==> config.mk <==
export PLATFORM = sky130hd
export DESIGN_NAME = ecapt_top
export DESIGN_NICKNAME = d
export VERILOG_FILES = /design/src/rtl/ecapt_pkg.sv /design/src/rtl/ecapt_tmr_if.sv /design/src/rtl/ecapt_timer.sv /design/src/rtl/ecapt_top.sv
export SDC_FILE = /design/constraint.sdc
export NUM_CORES = 1
export LEC_CHECK = 0
export ABC_AREA = 1
export BUFFER_PORTS_ARGS = -buffer_cell sky130_fd_sc_hd__buf_4
export CELL_PAD_IN_SITES_DETAIL_PLACEMENT = 1
export CELL_PAD_IN_SITES_GLOBAL_PLACEMENT = 2
export CORE_ASPECT_RATIO = 0.7
export CORE_MARGIN = 5
export CORE_UTILIZATION = 30
export CTS_CLUSTER_DIAMETER = 40
export DETAILED_ROUTE_END_ITERATION = 10
export GPL_TIMING_DRIVEN = 0
export PLACE_DENSITY_LB_ADDON = 0.08
export SYNTH_ARGS = -nofsm -noshare
export SYNTH_HDL_FRONTEND = slang
export SYNTH_HIERARCHICAL = 1
export SYNTH_SLANG_ARGS = --single-unit
==> constraint.sdc <==
create_clock -name clock -period 2.4 [get_ports clock]
set_clock_uncertainty 0.15 [all_clocks]
set_input_delay 0.48 -clock clock [delete_from_list [all_inputs] [get_ports clock]]
set_output_delay 0.48 -clock clock [all_outputs]
set_load 0.01 [all_outputs]
==> src/rtl/ecapt_pkg.sv <==
package ecapt_pkg;

  // timing
  localparam int unsigned CLK_PERIOD_NS = 50;
  localparam int unsigned TICK_NS = 1000;
  localparam int unsigned TICK_CYCLES = (TICK_NS + CLK_PERIOD_NS - 1) /
                                        CLK_PERIOD_NS;
  localparam int DIV_W = 5;
  localparam logic [DIV_W-1:0] DIV_LAST = DIV_W'(TICK_CYCLES - 1);

  // free-running count
  localparam int CNT_W = 12;
  localparam logic [CNT_W-1:0] CNT_RESET = 12'h000;
  localparam logic [CNT_W-1:0] CNT_MAX = 12'hfff;
  localparam logic [6:0] P128_LAST = 7'h7f;
  localparam logic [9:0] P1024_LAST = 10'h3ff;

  // bus
  localparam int ADDR_W = 12;
  localparam int DATA_W = 32;
  localparam logic [7:0] IDX_TMR_LO = 8'h24;
  localparam logic [7:0] IDX_TMR_HI = 8'h25;
  localparam logic [7:0] IDX_CAP_A_RISE = 8'h40;
  localparam logic [7:0] IDX_CAP_A_FALL = 8'h41;
  localparam logic [7:0] IDX_CAP_B_RISE = 8'h42;
  localparam logic [7:0] IDX_CAP_B_FALL = 8'h43;
  localparam logic [7:0] IDX_SETUP = 8'h44;
  localparam logic [7:0] IDX_FLAGS = 8'h45;
  localparam logic [7:0] IDX_GIE = 8'h46;

  // capture_setup fields and the global enable bit
  localparam int SETUP_HOLD_BIT = 7;
  localparam int SETUP_PS_MSB = 6;
  localparam int SETUP_PS_LSB = 4;
  localparam int SETUP_EN_MSB = 3;
  localparam int GIE_CAP_BIT = 0;

  // event order in flags, enables and data registers
  localparam int EV_A_RISE = 0;
  localparam int EV_A_FALL = 1;
  localparam int EV_B_RISE = 2;
  localparam int EV_B_FALL = 3;
  localparam int NUM_EV = 4;

  // reset values
  localparam logic [7:0] REG8_RESET = 8'h00;
  localparam logic [3:0] NIB_RESET = 4'h0;

  typedef enum logic [4:0]
  {
    ECAPT_PS_1US = 5'h01,
    ECAPT_PS_2US = 5'h02,
    ECAPT_PS_4US = 5'h04,
    ECAPT_PS_8US = 5'h08,
    ECAPT_PS_16US = 5'h10
  } ecapt_step_t;

endpackage

==> src/rtl/ecapt_tmr_if.sv <==
`timescale 1ns/1ns
interface ecapt_tmr_if;
  logic [11:0] count;
  logic tick;
  logic irq_128us;
  logic irq_1024us;

  modport tmr
  (
    output count,
    output tick,
    output irq_128us,
    output irq_1024us
  );

  modport usr
  (
    input count,
    input tick,
    input irq_128us,
    input irq_1024us
  );
endinterface

==> src/rtl/ecapt_timer.sv <==
`timescale 1ns/1ns
module ecapt_timer
(
  input wire logic clock,
  input wire logic rst,
  ecapt_tmr_if.tmr tif
);

  logic [ecapt_pkg::DIV_W-1:0] div_q;
  logic [ecapt_pkg::CNT_W-1:0] cnt_q;
  logic p128_q;
  logic p1024_q;
  logic tick;
  logic [ecapt_pkg::DIV_W-1:0] gap_q;
  logic seen_q;

  assign tick = (div_q == ecapt_pkg::DIV_LAST);
  assign tif.count = cnt_q;
  assign tif.tick = tick;
  assign tif.irq_128us = p128_q;
  assign tif.irq_1024us = p1024_q;

  // microsecond divider
  always_ff @(posedge clock or posedge rst)
  begin
    if (rst)
      div_q <= '0;
    else if (tick)
      div_q <= '0;
    else
      div_q <= div_q + 1'b1;
  end

  always_ff @(posedge clock or posedge rst)
  begin
    if (rst)
      cnt_q <= ecapt_pkg::CNT_RESET;
    else if (tick)
      cnt_q <= cnt_q + 1'b1;
  end

  always_ff @(posedge clock or posedge rst)
  begin
    if (rst)
    begin
      p128_q <= 1'b0;
      p1024_q <= 1'b0;
    end
    else
    begin
      p128_q <= tick && (cnt_q[6:0] == ecapt_pkg::P128_LAST);
      p1024_q <= tick && (cnt_q[9:0] == ecapt_pkg::P1024_LAST);
    end
  end

  // helper: cycles since the previous tick
  always_ff @(posedge clock or posedge rst)
  begin
    if (rst)
    begin
      gap_q <= '0;
      seen_q <= 1'b0;
    end
    else
    begin
      gap_q <= tick ? '0 : gap_q + 1'b1;
      seen_q <= seen_q | tick;
    end
  end

  property p_tick_period;
    @(posedge clock) disable iff (rst)
      (tick && seen_q) |-> (gap_q == ecapt_pkg::DIV_LAST);
  endproperty
  a_tick_period: assert property (p_tick_period)
    else $error("tick spacing wrong");

  property p_count_step;
    @(posedge clock) disable iff (rst)
      tick |=> (cnt_q == 12'($past(cnt_q) + 12'h001));
  endproperty
  a_count_step: assert property (p_count_step)
    else $error("count did not step on tick");

  property p_wrap;
    @(posedge clock) disable iff (rst)
      (tick && cnt_q == ecapt_pkg::CNT_MAX) |=> (cnt_q == 12'h000);
  endproperty
  a_wrap: assert property (p_wrap)
    else $error("count did not wrap to zero");

  property p_irq_period;
    @(posedge clock) disable iff (rst)
      p1024_q |-> (cnt_q[9:0] == 10'h000) && p128_q;
  endproperty
  a_irq_period: assert property (p_irq_period)
    else $error("periodic request at wrong count");

endmodule

==> src/rtl/ecapt_top.sv <==
`timescale 1ns/1ns
// Notes on behaviour
// - 12-bit count advances every microsecond
// - requests every 128 us and 1.024 ms
// - low byte read latches upper bits
// - high byte returns latched upper bits
// - high byte upper nibble reads zero
// - channel A pin 0, B pin 1
// - edges store count slice in data registers
// - prescale field picks the stored slice
// - codes 0-4 select bits 7:0 to 11:4
// - capture data registers are read-only
// - status bits 3..0 are B fall..A rise
// - reading data register clears its flag
// - setup: hold 7, prescale 6:4, enables 3:0
// - each event has its own enable
// - interrupt needs event and global enable
// - hold mode keeps first edge until read
// - default mode keeps latest edge
// - hold mode applies to all four registers
module ecapt_top
(
  input wire logic clock,
  input wire logic rst,
  input wire logic psel,
  input wire logic penable,
  input wire logic pwrite,
  input wire logic [11:0] paddr,
  input wire logic [31:0] pwdata,
  output logic [31:0] prdata,
  output logic pready,
  output logic pslverr,
  input wire logic cap_a_pin,
  input wire logic cap_b_pin,
  output logic irq_cap_a,
  output logic irq_cap_b,
  output logic irq_128us,
  output logic irq_1024us
);

  localparam int NE = ecapt_pkg::NUM_EV;

  ecapt_tmr_if tif ();

  ecapt_timer u_timer
  (
    .clock(clock),
    .rst(rst),
    .tif(tif)
  );

  // word index of a byte address, 8'hff when unmapped or misaligned
  function automatic logic [7:0] reg_index(input logic [11:0] a);
    logic [7:0] idx;
    idx = a[9:2];
    if (a[1:0] != 2'b00 || a[11:10] != 2'b00)
      reg_index = 8'hff;
    else if (idx == ecapt_pkg::IDX_TMR_LO || idx == ecapt_pkg::IDX_TMR_HI)
      reg_index = idx;
    else if (idx >= ecapt_pkg::IDX_CAP_A_RISE && idx <= ecapt_pkg::IDX_GIE)
      reg_index = idx;
    else
      reg_index = 8'hff;
  endfunction

  // eight-bit slice of the count chosen by prescale
  function automatic logic [7:0] count_slice(input logic [11:0] c,
                                             input logic [2:0] ps);
    case (ps)
      3'h0: count_slice = c[7:0];
      3'h1: count_slice = c[8:1];
      3'h2: count_slice = c[9:2];
      3'h3: count_slice = c[10:3];
      default: count_slice = c[11:4];
    endcase
  endfunction

  // ---------------- pin synchronisers and edge detect
  logic [1:0] pin_s1_q;
  logic [1:0] pin_s2_q;
  logic [1:0] pin_s3_q;
  logic [NE-1:0] ev;

  always_ff @(posedge clock or posedge rst)
  begin
    if (rst)
    begin
      pin_s1_q <= 2'b00;
      pin_s2_q <= 2'b00;
      pin_s3_q <= 2'b00;
    end
    else
    begin
      pin_s1_q <= {cap_b_pin, cap_a_pin};
      pin_s2_q <= pin_s1_q;
      pin_s3_q <= pin_s2_q;
    end
  end

  assign ev[ecapt_pkg::EV_A_RISE] = pin_s2_q[0] & ~pin_s3_q[0];
  assign ev[ecapt_pkg::EV_A_FALL] = ~pin_s2_q[0] & pin_s3_q[0];
  assign ev[ecapt_pkg::EV_B_RISE] = pin_s2_q[1] & ~pin_s3_q[1];
  assign ev[ecapt_pkg::EV_B_FALL] = ~pin_s2_q[1] & pin_s3_q[1];

  // ---------------- bus decode
  logic [7:0] idx;
  logic setup_ph;
  logic rd_done;
  logic wr_done;

  assign idx = reg_index(paddr);
  assign setup_ph = psel && !penable;
  assign rd_done = psel && penable && pready && !pwrite;
  assign wr_done = psel && penable && pready && pwrite;

  // ---------------- configuration registers
  logic [7:0] setup_q;
  logic gie_q;
  logic hold_mode;
  logic [2:0] prescale;
  logic [NE-1:0] ev_en;

  assign hold_mode = setup_q[ecapt_pkg::SETUP_HOLD_BIT];
  assign prescale = setup_q[ecapt_pkg::SETUP_PS_MSB:ecapt_pkg::SETUP_PS_LSB];
  assign ev_en = setup_q[ecapt_pkg::SETUP_EN_MSB:0];

  always_ff @(posedge clock or posedge rst)
  begin
    if (rst)
      setup_q <= ecapt_pkg::REG8_RESET;
    else if (wr_done && idx == ecapt_pkg::IDX_SETUP)
      setup_q <= pwdata[7:0];
  end

  always_ff @(posedge clock or posedge rst)
  begin
    if (rst)
      gie_q <= 1'b0;
    else if (wr_done && idx == ecapt_pkg::IDX_GIE)
      gie_q <= pwdata[ecapt_pkg::GIE_CAP_BIT];
  end

  // ---------------- coherent timer read
  logic [11:0] snap_q;
  logic [3:0] upper_q;

  // the count seen at setup is the one returned, so latch from the same copy
  always_ff @(posedge clock or posedge rst)
  begin
    if (rst)
      snap_q <= ecapt_pkg::CNT_RESET;
    else if (setup_ph)
      snap_q <= tif.count;
  end

  always_ff @(posedge clock or posedge rst)
  begin
    if (rst)
      upper_q <= ecapt_pkg::NIB_RESET;
    else if (rd_done && idx == ecapt_pkg::IDX_TMR_LO)
      upper_q <= snap_q[11:8];
  end

  // ---------------- capture registers and flags
  logic [7:0] cap_q [NE];
  logic [NE-1:0] flag_q;
  logic [NE-1:0] rd_clr;
  logic [7:0] slice;

  assign slice = count_slice(tif.count, prescale);

  // clear at the edge that samples the read data, so an edge there survives
  always_comb
  begin
    rd_clr = '0;
    for (int i = 0; i < NE; i++)
      if (setup_ph && !pwrite && idx == ecapt_pkg::IDX_CAP_A_RISE + 8'(i))
        rd_clr[i] = 1'b1;
  end

  // writes never reach cap_q: only edges load it
  always_ff @(posedge clock or posedge rst)
  begin
    if (rst)
    begin
      for (int i = 0; i < NE; i++)
        cap_q[i] <= ecapt_pkg::REG8_RESET;
    end
    else
    begin
      for (int i = 0; i < NE; i++)
        if (ev[i] && (!hold_mode || !flag_q[i] || rd_clr[i]))
          cap_q[i] <= slice;
    end
  end

  // a new edge wins over the clear by read
  always_ff @(posedge clock or posedge rst)
  begin
    if (rst)
      flag_q <= '0;
    else
    begin
      for (int i = 0; i < NE; i++)
        if (ev[i])
          flag_q[i] <= 1'b1;
        else if (rd_clr[i])
          flag_q[i] <= 1'b0;
    end
  end

  // ---------------- read data and handshake
  logic [31:0] rdata_d;
  logic err_d;

  always_comb
  begin
    rdata_d = '0;
    err_d = 1'b0;
    case (idx)
      ecapt_pkg::IDX_TMR_LO: rdata_d[7:0] = tif.count[7:0];
      ecapt_pkg::IDX_TMR_HI: rdata_d[3:0] = upper_q;
      ecapt_pkg::IDX_CAP_A_RISE: rdata_d[7:0] = cap_q[ecapt_pkg::EV_A_RISE];
      ecapt_pkg::IDX_CAP_A_FALL: rdata_d[7:0] = cap_q[ecapt_pkg::EV_A_FALL];
      ecapt_pkg::IDX_CAP_B_RISE: rdata_d[7:0] = cap_q[ecapt_pkg::EV_B_RISE];
      ecapt_pkg::IDX_CAP_B_FALL: rdata_d[7:0] = cap_q[ecapt_pkg::EV_B_FALL];
      ecapt_pkg::IDX_SETUP: rdata_d[7:0] = setup_q;
      ecapt_pkg::IDX_FLAGS: rdata_d[3:0] = flag_q;
      ecapt_pkg::IDX_GIE: rdata_d[ecapt_pkg::GIE_CAP_BIT] = gie_q;
      default: err_d = 1'b1;
    endcase
  end

  // one wait-free access: ready in the access cycle, dropped after
  always_ff @(posedge clock or posedge rst)
  begin
    if (rst)
    begin
      pready <= 1'b0;
      pslverr <= 1'b0;
      prdata <= '0;
    end
    else
    begin
      pready <= setup_ph;
      pslverr <= setup_ph && err_d;
      if (setup_ph)
        prdata <= pwrite ? 32'h0000_0000 : rdata_d;
    end
  end

  // ---------------- interrupt outputs
  always_ff @(posedge clock or posedge rst)
  begin
    if (rst)
    begin
      irq_cap_a <= 1'b0;
      irq_cap_b <= 1'b0;
      irq_128us <= 1'b0;
      irq_1024us <= 1'b0;
    end
    else
    begin
      irq_cap_a <= gie_q && |(flag_q[1:0] & ev_en[1:0]);
      irq_cap_b <= gie_q && |(flag_q[3:2] & ev_en[3:2]);
      irq_128us <= tif.irq_128us;
      irq_1024us <= tif.irq_1024us;
    end
  end

  // ---------------- checks
  property p_latch;
    @(posedge clock) disable iff (rst)
      (rd_done && idx == ecapt_pkg::IDX_TMR_LO) |=>
        (upper_q == $past(snap_q[11:8]));
  endproperty
  a_latch: assert property (p_latch)
    else $error("upper bits not latched on low read");

  property p_high_read;
    @(posedge clock) disable iff (rst)
      (setup_ph && !pwrite && idx == ecapt_pkg::IDX_TMR_HI) |=>
        (prdata == {28'h0, $past(upper_q)}) && pready;
  endproperty
  a_high_read: assert property (p_high_read)
    else $error("high byte did not return latched bits");

  property p_read_only;
    @(posedge clock) disable iff (rst)
      !$stable(cap_q[ecapt_pkg::EV_A_RISE]) |-> $past(ev[ecapt_pkg::EV_A_RISE]);
  endproperty
  a_read_only: assert property (p_read_only)
    else $error("capture register changed without an edge");

  property p_flag_clear;
    @(posedge clock) disable iff (rst)
      (rd_clr[ecapt_pkg::EV_B_FALL] && !ev[ecapt_pkg::EV_B_FALL]) |=>
        !flag_q[ecapt_pkg::EV_B_FALL];
  endproperty
  a_flag_clear: assert property (p_flag_clear)
    else $error("flag not cleared by data read");

  property p_first_edge;
    @(posedge clock) disable iff (rst)
      (hold_mode && flag_q[ecapt_pkg::EV_B_RISE] &&
       !rd_clr[ecapt_pkg::EV_B_RISE]) |=>
        $stable(cap_q[ecapt_pkg::EV_B_RISE]);
  endproperty
  a_first_edge: assert property (p_first_edge)
    else $error("held capture was overwritten");

  property p_last_edge;
    @(posedge clock) disable iff (rst)
      (!hold_mode && ev[ecapt_pkg::EV_B_RISE]) |=>
        (cap_q[ecapt_pkg::EV_B_RISE] == $past(slice)) &&
        flag_q[ecapt_pkg::EV_B_RISE];
  endproperty
  a_last_edge: assert property (p_last_edge)
    else $error("latest edge not captured");

  property p_irq_gate;
    @(posedge clock) disable iff (rst)
      irq_cap_a |-> $past(gie_q) &&
        $past(|(flag_q[1:0] & ev_en[1:0]));
  endproperty
  a_irq_gate: assert property (p_irq_gate)
    else $error("capture interrupt without enables");

  property p_edge_once;
    @(posedge clock) disable iff (rst)
      ev[ecapt_pkg::EV_A_RISE] |=> !ev[ecapt_pkg::EV_A_RISE] ##1
        !ev[ecapt_pkg::EV_A_RISE] || pin_s3_q[0];
  endproperty
  a_edge_once: assert property (p_edge_once)
    else $error("edge seen twice");

  property p_slice_max;
    @(posedge clock) disable iff (rst)
      (prescale == 3'h4 && ev[ecapt_pkg::EV_B_FALL] && !hold_mode) |=>
        (cap_q[ecapt_pkg::EV_B_FALL] == $past(tif.count[11:4]));
  endproperty
  a_slice_max: assert property (p_slice_max)
    else $error("wrong prescale slice");

endmodule

Yosys cells after proc, flatten, opt, wreduce, memory -nomap -nowiden
Index checks and enable logic that the tools add are counted.
{ "classes": {"n_addsub": 2, "n_lt_le_gt_ge": 2, "n_eq_ne": 17, "mux": 22, "bitwise": 10, "n_reduce_logical": 50} }
{ "ops": {"columns": ["operator", "count"], "rows": [
  ["8-bit by 7-bit equality test with 1-bit output (second input constant)", 7],
  ["8-bit by 6-bit equality test with 1-bit output (second input constant)", 4],
  ["8-bit two-way mux", 4],
  ["8-bit case mux with 4 select lines", 1],
  ["3-bit case mux with 8 select lines", 1],
  ["4-bit case mux with 6 select lines", 1],
  ["1-bit logical AND", 23],
  ["1-bit two-way mux", 13],
  ["12-bit by 1-bit adder with 12-bit output (second input constant)", 1],
  ["2-bit nonzero test", 6],
  ["10-bit equality test (second input constant)", 1],
  ["1-bit logical OR", 10],
  ["1-bit case mux with 9 select lines", 1],
  ["9-bit OR reduction", 1],
  ["8-bit by 7-bit >= comparator with 1-bit output (second input constant)", 1],
  ["8-bit by 7-bit <= comparator with 1-bit output (second input constant)", 1],
  ["7-bit equality test (second input constant)", 1],
  ["1-bit zero test", 7],
  ["3-bit by 2-bit equality test with 1-bit output (second input constant)", 2],
  ["5-bit by 1-bit adder with 5-bit output (second input constant)", 1],
  ["5-bit equality test (second input constant)", 1],
  ["5-bit two-way mux", 1],
  ["1-bit AND", 4],
  ["2-bit AND", 2],
  ["4 further kinds", 8]
]} }
{ "word_totals": {"reg_bits": 124, "in_bits": 51, "output_inout_bits": 38, "wordCells": 129} }

Logic depth before layout (Yosys ltp)
{ "logic_depth": {"ltp_word": 10, "ltp_mapped": 15, "depth_no_buf": 15} }

Hierarchy
The synthesis kept the hierarchy.
{ "modules_own_cells": {"columns": ["mod", "n_inst", "cells_each", "area_each_um2", "seq_area_each_um2"], "rows": [
  ["ecapt_top", 1, 504, 4129.0, 1826.8],
  ["ecapt_timer", 1, 112, 973.4, 475.5]
]} }

Least setup slack after synthesis
OpenSTA, ideal clock, no wires.
{ "synth_path": {"path_type": "input to register", "startpoint": "input port paddr[1]", "endpoint": "register cap_q[0] (netlist name)", "setup_time_ns": 0.119, "arrival_time_ns": 1.830, "t_required_ns": 2.131, "path_slack_ns": 0.301, "path_stages": 13, "path_buffers": 1, "path_cell_list": "nor2_1 -> nand2_2 -> nor2_1 -> nand2_2 -> nor2_8 -> nand2_4 -> nor2_4 -> a21boi_2 -> nand2_2 -> nand2_4 -> buf_6 -> nand2_2 -> o21ai_2"} }
{ "synth_between": {"elab_chain_len": 8} }
{ "synth_lines": {"columns": ["item", "line_no", "rtl"], "rows": [
  ["start, declared", "ecapt_top.sv:28", "input wire logic [11:0] paddr,"],
  ["2-bit nonzero test", "ecapt_top.sv:56", "if (a[1:0] != 2'b00 || a[11:10] != 2'b00)"],
  ["1-bit logical OR", "ecapt_top.sv:56", null],
  ["8-bit two-way mux", "ecapt_top.sv:56", null],
  ["8-bit by 7-bit equality test with 1-bit output", "ecapt_top.sv:177", "if (setup_ph && !pwrite && idx == ecapt_pkg::IDX_CAP_A_RISE + 8'(i))"],
  ["1-bit logical AND", "ecapt_top.sv:177", null],
  ["1-bit two-way mux", "ecapt_top.sv:177", null],
  ["1-bit logical OR", "ecapt_top.sv:192", "if (ev[i] && (!hold_mode || !flag_q[i] || rd_clr[i]))"],
  ["1-bit logical AND", "ecapt_top.sv:192", null],
  ["end signal, assigned by index", "ecapt_top.sv:187", "cap_q[i] <= ecapt_pkg::REG8_RESET;"],
  ["end signal, assigned by index", "ecapt_top.sv:193", "cap_q[i] <= slice;"],
  ["end, declared", "ecapt_top.sv:165", "logic [7:0] cap_q [NE];"]
]} }
Every way passes these cells.
A chain may end at the register's enable or synchronous reset.

Worst setup path in the final report
{ "layout_path": {"startpoint": "input port paddr[1]", "endpoint": "register cap_q[16] (netlist name)"} }
Same word-level chain as after synthesis.

==> metrics.cfg <==
[status]
outcome=finished clean

[die]
chipHeight_um=119.1
core_um2=16490
initial_utilization_pct=30.94
core.rowCount=39
top_level_port_count=89
chipWidth_um=165.9
die_area_um2=19760

[cells_and_area]
insertedDiodeCount=0
post_route_cells_drive_above_1_share_pct=25.36
final_cell_count_no_fill=923
nFillCells=2016
area.growth.synth_to_final_pct=20.89
count_of_nets_after_finishing=746

[clocking]
tritoncts_num_sinks=92
cts.path.max_buffers=2
cts_htree_levels=3
cts_tree=done
worst_skew_pair.late_latency_ns=0.35
cts.clk_slew.worst_paths_ns=0.07
total_cts_buffers=9
clock-root-buffer=sky130_fd_sc_hd__clkbuf_16

[timing]
setup_violations=0
period_share_pct=92.79
min_tclk_post_route_ns=2.227
hold_viol_final=0
slew_headroom_pct=44.81
setup_slack_ns=0.1731
timing.final.max_slew_violations=0
clock.fmax_ghz=0.4491
worst_slew_pin_slew_ns=0.8278
grt_setup_unrepaired=false

[global_routing]
gr-total-overflow=0
number_of_global_route_vias_before_repair=4406
total_global_routing_track_utilization_pct=15.53
grt_antenna_before_repair=0
maximum_number_of_pins_on_one_net_before_global_route_repair=40
grt_pass1_wl_mm=24.33

[logic_synthesis]
synth-edff-count=0
compound_gate_portion_of_the_synthesized_area_pct=9.073
cell_variety_after_synth=40
post_synth_instance_area_um2=5102
synthAdderAreaFrac_pct=0.4904
postSynthAreaPerCell_um2=8.283
synthesis.instances=616
synth_top_area_share_pct=45.12
postSynth.asyncResetShare_pct=100.0
syn_warnings=6
yosys-top-cells-area=sky130_fd_sc_hd__dfrtp_1, sky130_fd_sc_hd__nand2_1, sky130_fd_sc_hd__inv_1
biggest_area_consumer_among_synthesized_cells=sky130_fd_sc_hd__dfrtp_1
synth_seq_area_share_pct=45.12
post_synth_and_or_nand_nor_area_fraction_pct=31.31
synth_top_family_by_area=simple AND/OR/NAND/NOR gates
dominantRegCellSynth=sky130_fd_sc_hd__dfrtp_1
postSynthRegisterBits=92
synth_xor_xnor_area_share_pct=1.202
muxShareOfSynthArea_pct=2.648

[run]
maxCapViolations=0

[placement]
numPlacedInstances=906
buffer_ports.inserted=40
detailed_place_hpwl_mm=11.59
dp_worst_setup_slack_ns=-0.2882
gp_routability_congestion=0.7833

[setup_path]
setup.worst_path.start_class=input pin
crit_arrival_ns=2.31
rrSetupSlack_ns=0.33
cp_max_fo=10
worst_setup_path_end_kind=register
crit-reg2reg-launch=setup_q[6]$_DFFE_PP0P_
cp.required_ns=2.48
crit_type=in -> reg
crit_path_start=paddr[1]

[route]
drt_drc_violations_left=0
post_drt_wl_per_cell_um=16.04
vias=4114
detailedRoute.firstIterationViolations=188
wl_mm=14.80
first_pass_iters=4
antenna_violating_nets_post_route=0
via_per_inst=4.457

[power_and_ir_drop]
power_density_nw_per_um2=545.3
ir_drop_mv=0.3107
leakage_nw=3.121

[hold_path]
min_from=cap_b_pin
hold_path_class=in -> reg

## stage by stage
| step | TNS (ns) | instance area [um^2] | util, % | power [mW] | hold WS (ns) |
|---|---|---|---|---|---|
| 2_1_floorplan | 0 | 5192 | - | 1.737 | 0.1812 |
| 3_3_place_gp | -6.335 | 5774 | 35.01 | 1.812 | 0.1821 |
| 3_5_place_dp | -7.256 | 5814 | 35.25 | 1.825 | 0.1881 |
| 4_1_cts | 0 | 6151 | 37.29 | 3.417 | 0.07688 |
| 5_1_grt | 0 | 6168 | 37.40 | 3.497 | 0.07594 |
| 6_report | 0 | 6168 | 37.40 | 3.364 | 0.08955 |
## cell usage in the layout, fill, tap and decap left out, types with 3 or more instances in the layout
master | netlist | routed
sky130_fd_sc_hd__xor2_1 | 3 | 3
sky130_fd_sc_hd__nor2_2 | 9 | 9
sky130_fd_sc_hd__conb_1 | 1 | 24
sky130_fd_sc_hd__nor3_1 | 4 | 3
sky130_fd_sc_hd__buf_6 | 3 | 3
sky130_fd_sc_hd__a21oi_1 | 5 | 5
sky130_fd_sc_hd__nand2_1 | 186 | 186
sky130_fd_sc_hd__o21ai_0 | 14 | 14
sky130_fd_sc_hd__clkinvlp_4 | 0 | 3
sky130_fd_sc_hd__xnor2_1 | 4 | 4
sky130_fd_sc_hd__inv_2 | 6 | 6
sky130_fd_sc_hd__nor2_4 | 9 | 9
sky130_fd_sc_hd__inv_1 | 69 | 68
sky130_fd_sc_hd__nand4_1 | 8 | 8
sky130_fd_sc_hd__clkbuf_16 | 0 | 9
sky130_fd_sc_hd__nand3_1 | 38 | 38
sky130_fd_sc_hd__nand2_2 | 16 | 15
sky130_fd_sc_hd__or2_2 | 3 | 3
sky130_fd_sc_hd__o21ai_2 | 22 | 23
sky130_fd_sc_hd__mux2_2 | 3 | 3
sky130_fd_sc_hd__nand2_4 | 9 | 10
sky130_fd_sc_hd__dfrtp_1 | 92 | 92
sky130_fd_sc_hd__nor2_1 | 41 | 41
sky130_fd_sc_hd__o22ai_1 | 14 | 14
sky130_fd_sc_hd__buf_4 | 24 | 65
sky130_fd_sc_hd__mux2_1 | 9 | 9
## flip-flops by register name, summed over array words and instances, names as in the netlist, 2 cells and up
signal,count
u_timer/tif.count,12
u_timer/div_q,5
pin_s1_q,2
setup_q,8
prdata,8
cap_q,32
pin_s3_q,2
upper_q,4
flag_q,4
snap_q,4
pin_s2_q,2
## Yosys cell counts, types with 4 or more instances
library cell	n
sky130_fd_sc_hd__mux2_1	9
sky130_fd_sc_hd__inv_1	69
sky130_fd_sc_hd__dfrtp_1	92
sky130_fd_sc_hd__inv_2	6
sky130_fd_sc_hd__nor2_4	9
sky130_fd_sc_hd__nor2_1	41
sky130_fd_sc_hd__nor3_1	4
sky130_fd_sc_hd__o21ai_2	22
sky130_fd_sc_hd__nand2_2	16
sky130_fd_sc_hd__a21oi_1	5
sky130_fd_sc_hd__o21ai_0	14
sky130_fd_sc_hd__nand2_4	9
sky130_fd_sc_hd__o22ai_1	14
sky130_fd_sc_hd__nand4_1	8
sky130_fd_sc_hd__buf_4	24
sky130_fd_sc_hd__nand2_1	186
sky130_fd_sc_hd__xnor2_1	4
sky130_fd_sc_hd__nand3_1	38
sky130_fd_sc_hd__nor2_2	9
## worst max-delay path, cell delays in order
cell and delay (ns):
sky130_fd_sc_hd__buf_4 0.11, sky130_fd_sc_hd__nor2_1 0.12, sky130_fd_sc_hd__nand2_2 0.15, sky130_fd_sc_hd__nor2_1 0.15
sky130_fd_sc_hd__nand2_2 0.13, sky130_fd_sc_hd__nor2_8 0.19, sky130_fd_sc_hd__nand2_4 0.10, sky130_fd_sc_hd__nor2_8 0.21
sky130_fd_sc_hd__a21oi_2 0.09, sky130_fd_sc_hd__nand2_1 0.09, sky130_fd_sc_hd__nand2_2 0.16, sky130_fd_sc_hd__buf_6 0.22
sky130_fd_sc_hd__nand2_2 0.07, sky130_fd_sc_hd__o21ai_2 0.05
## cell type report
class | instances | area, um^2 | share of cell area, %
repair buffers | 44 | 357.8 | 5.801
clock buffers | 11 | 242.7 | 3.935
multi-input cells | 441 | 2386 | 38.68
inverters | 76 | 291.5 | 4.726
well taps | 225 | 281.5 | 4.564
clock inverters | 5 | 83.83 | 1.359
plain buffers | 29 | 222.7 | 3.611
flip-flops and latches | 92 | 2302 | 37.32
## report_power, final
part,internal [mW],switching (mW)
clock network,0.946,0.623
logic,0.0858,0.133
registers,1.57,0.00923
## worst paths after layout
check | depth (start not counted) | end
setup / recovery | 14 | cap_q[16]$_DFFE_PP0P_
hold / removal | 1 | pin_s1_q[1]$_DFF_PP0_
setup reg to reg | 7 | cap_q[24]$_DFFE_PP0P_
hold reg to reg | 0 | irq_128us$_DFF_PP0_
max in group asynchronous | 3 | u_timer/tif.count[9]$_DFFE_PP0N_
min in group asynchronous | 3 | irq_1024us$_DFF_PP0_
## per-layer routing
metal  vias to the layer above  wire length, um  global-route usage, %
met5                         -                0                      0
met4                         0              170                  4.122
met3                        12              547                  3.609
met2                        78             6233                  23.17
met1                      1970             7851                  22.68
li1                       2054                -                      -
## kinds of logic after synthesis
group,Yosys count
AND/OR/NAND/NOR,331
buffers and inverters,106
flip-flops,92
AO/OA/AOI/OAI,65
multiplexers,12
XOR/XNOR,7
adder cells (fa/ha/maj),2
other,1
## repair_timing
action,CTS,global route
hold buffers,1,0
resized for setup,0,3
setup endpoints to repair,0,22
buffers inserted,0,1
endpoints found under the hold margin,3,0
Power figures use the tool's default switching activity.
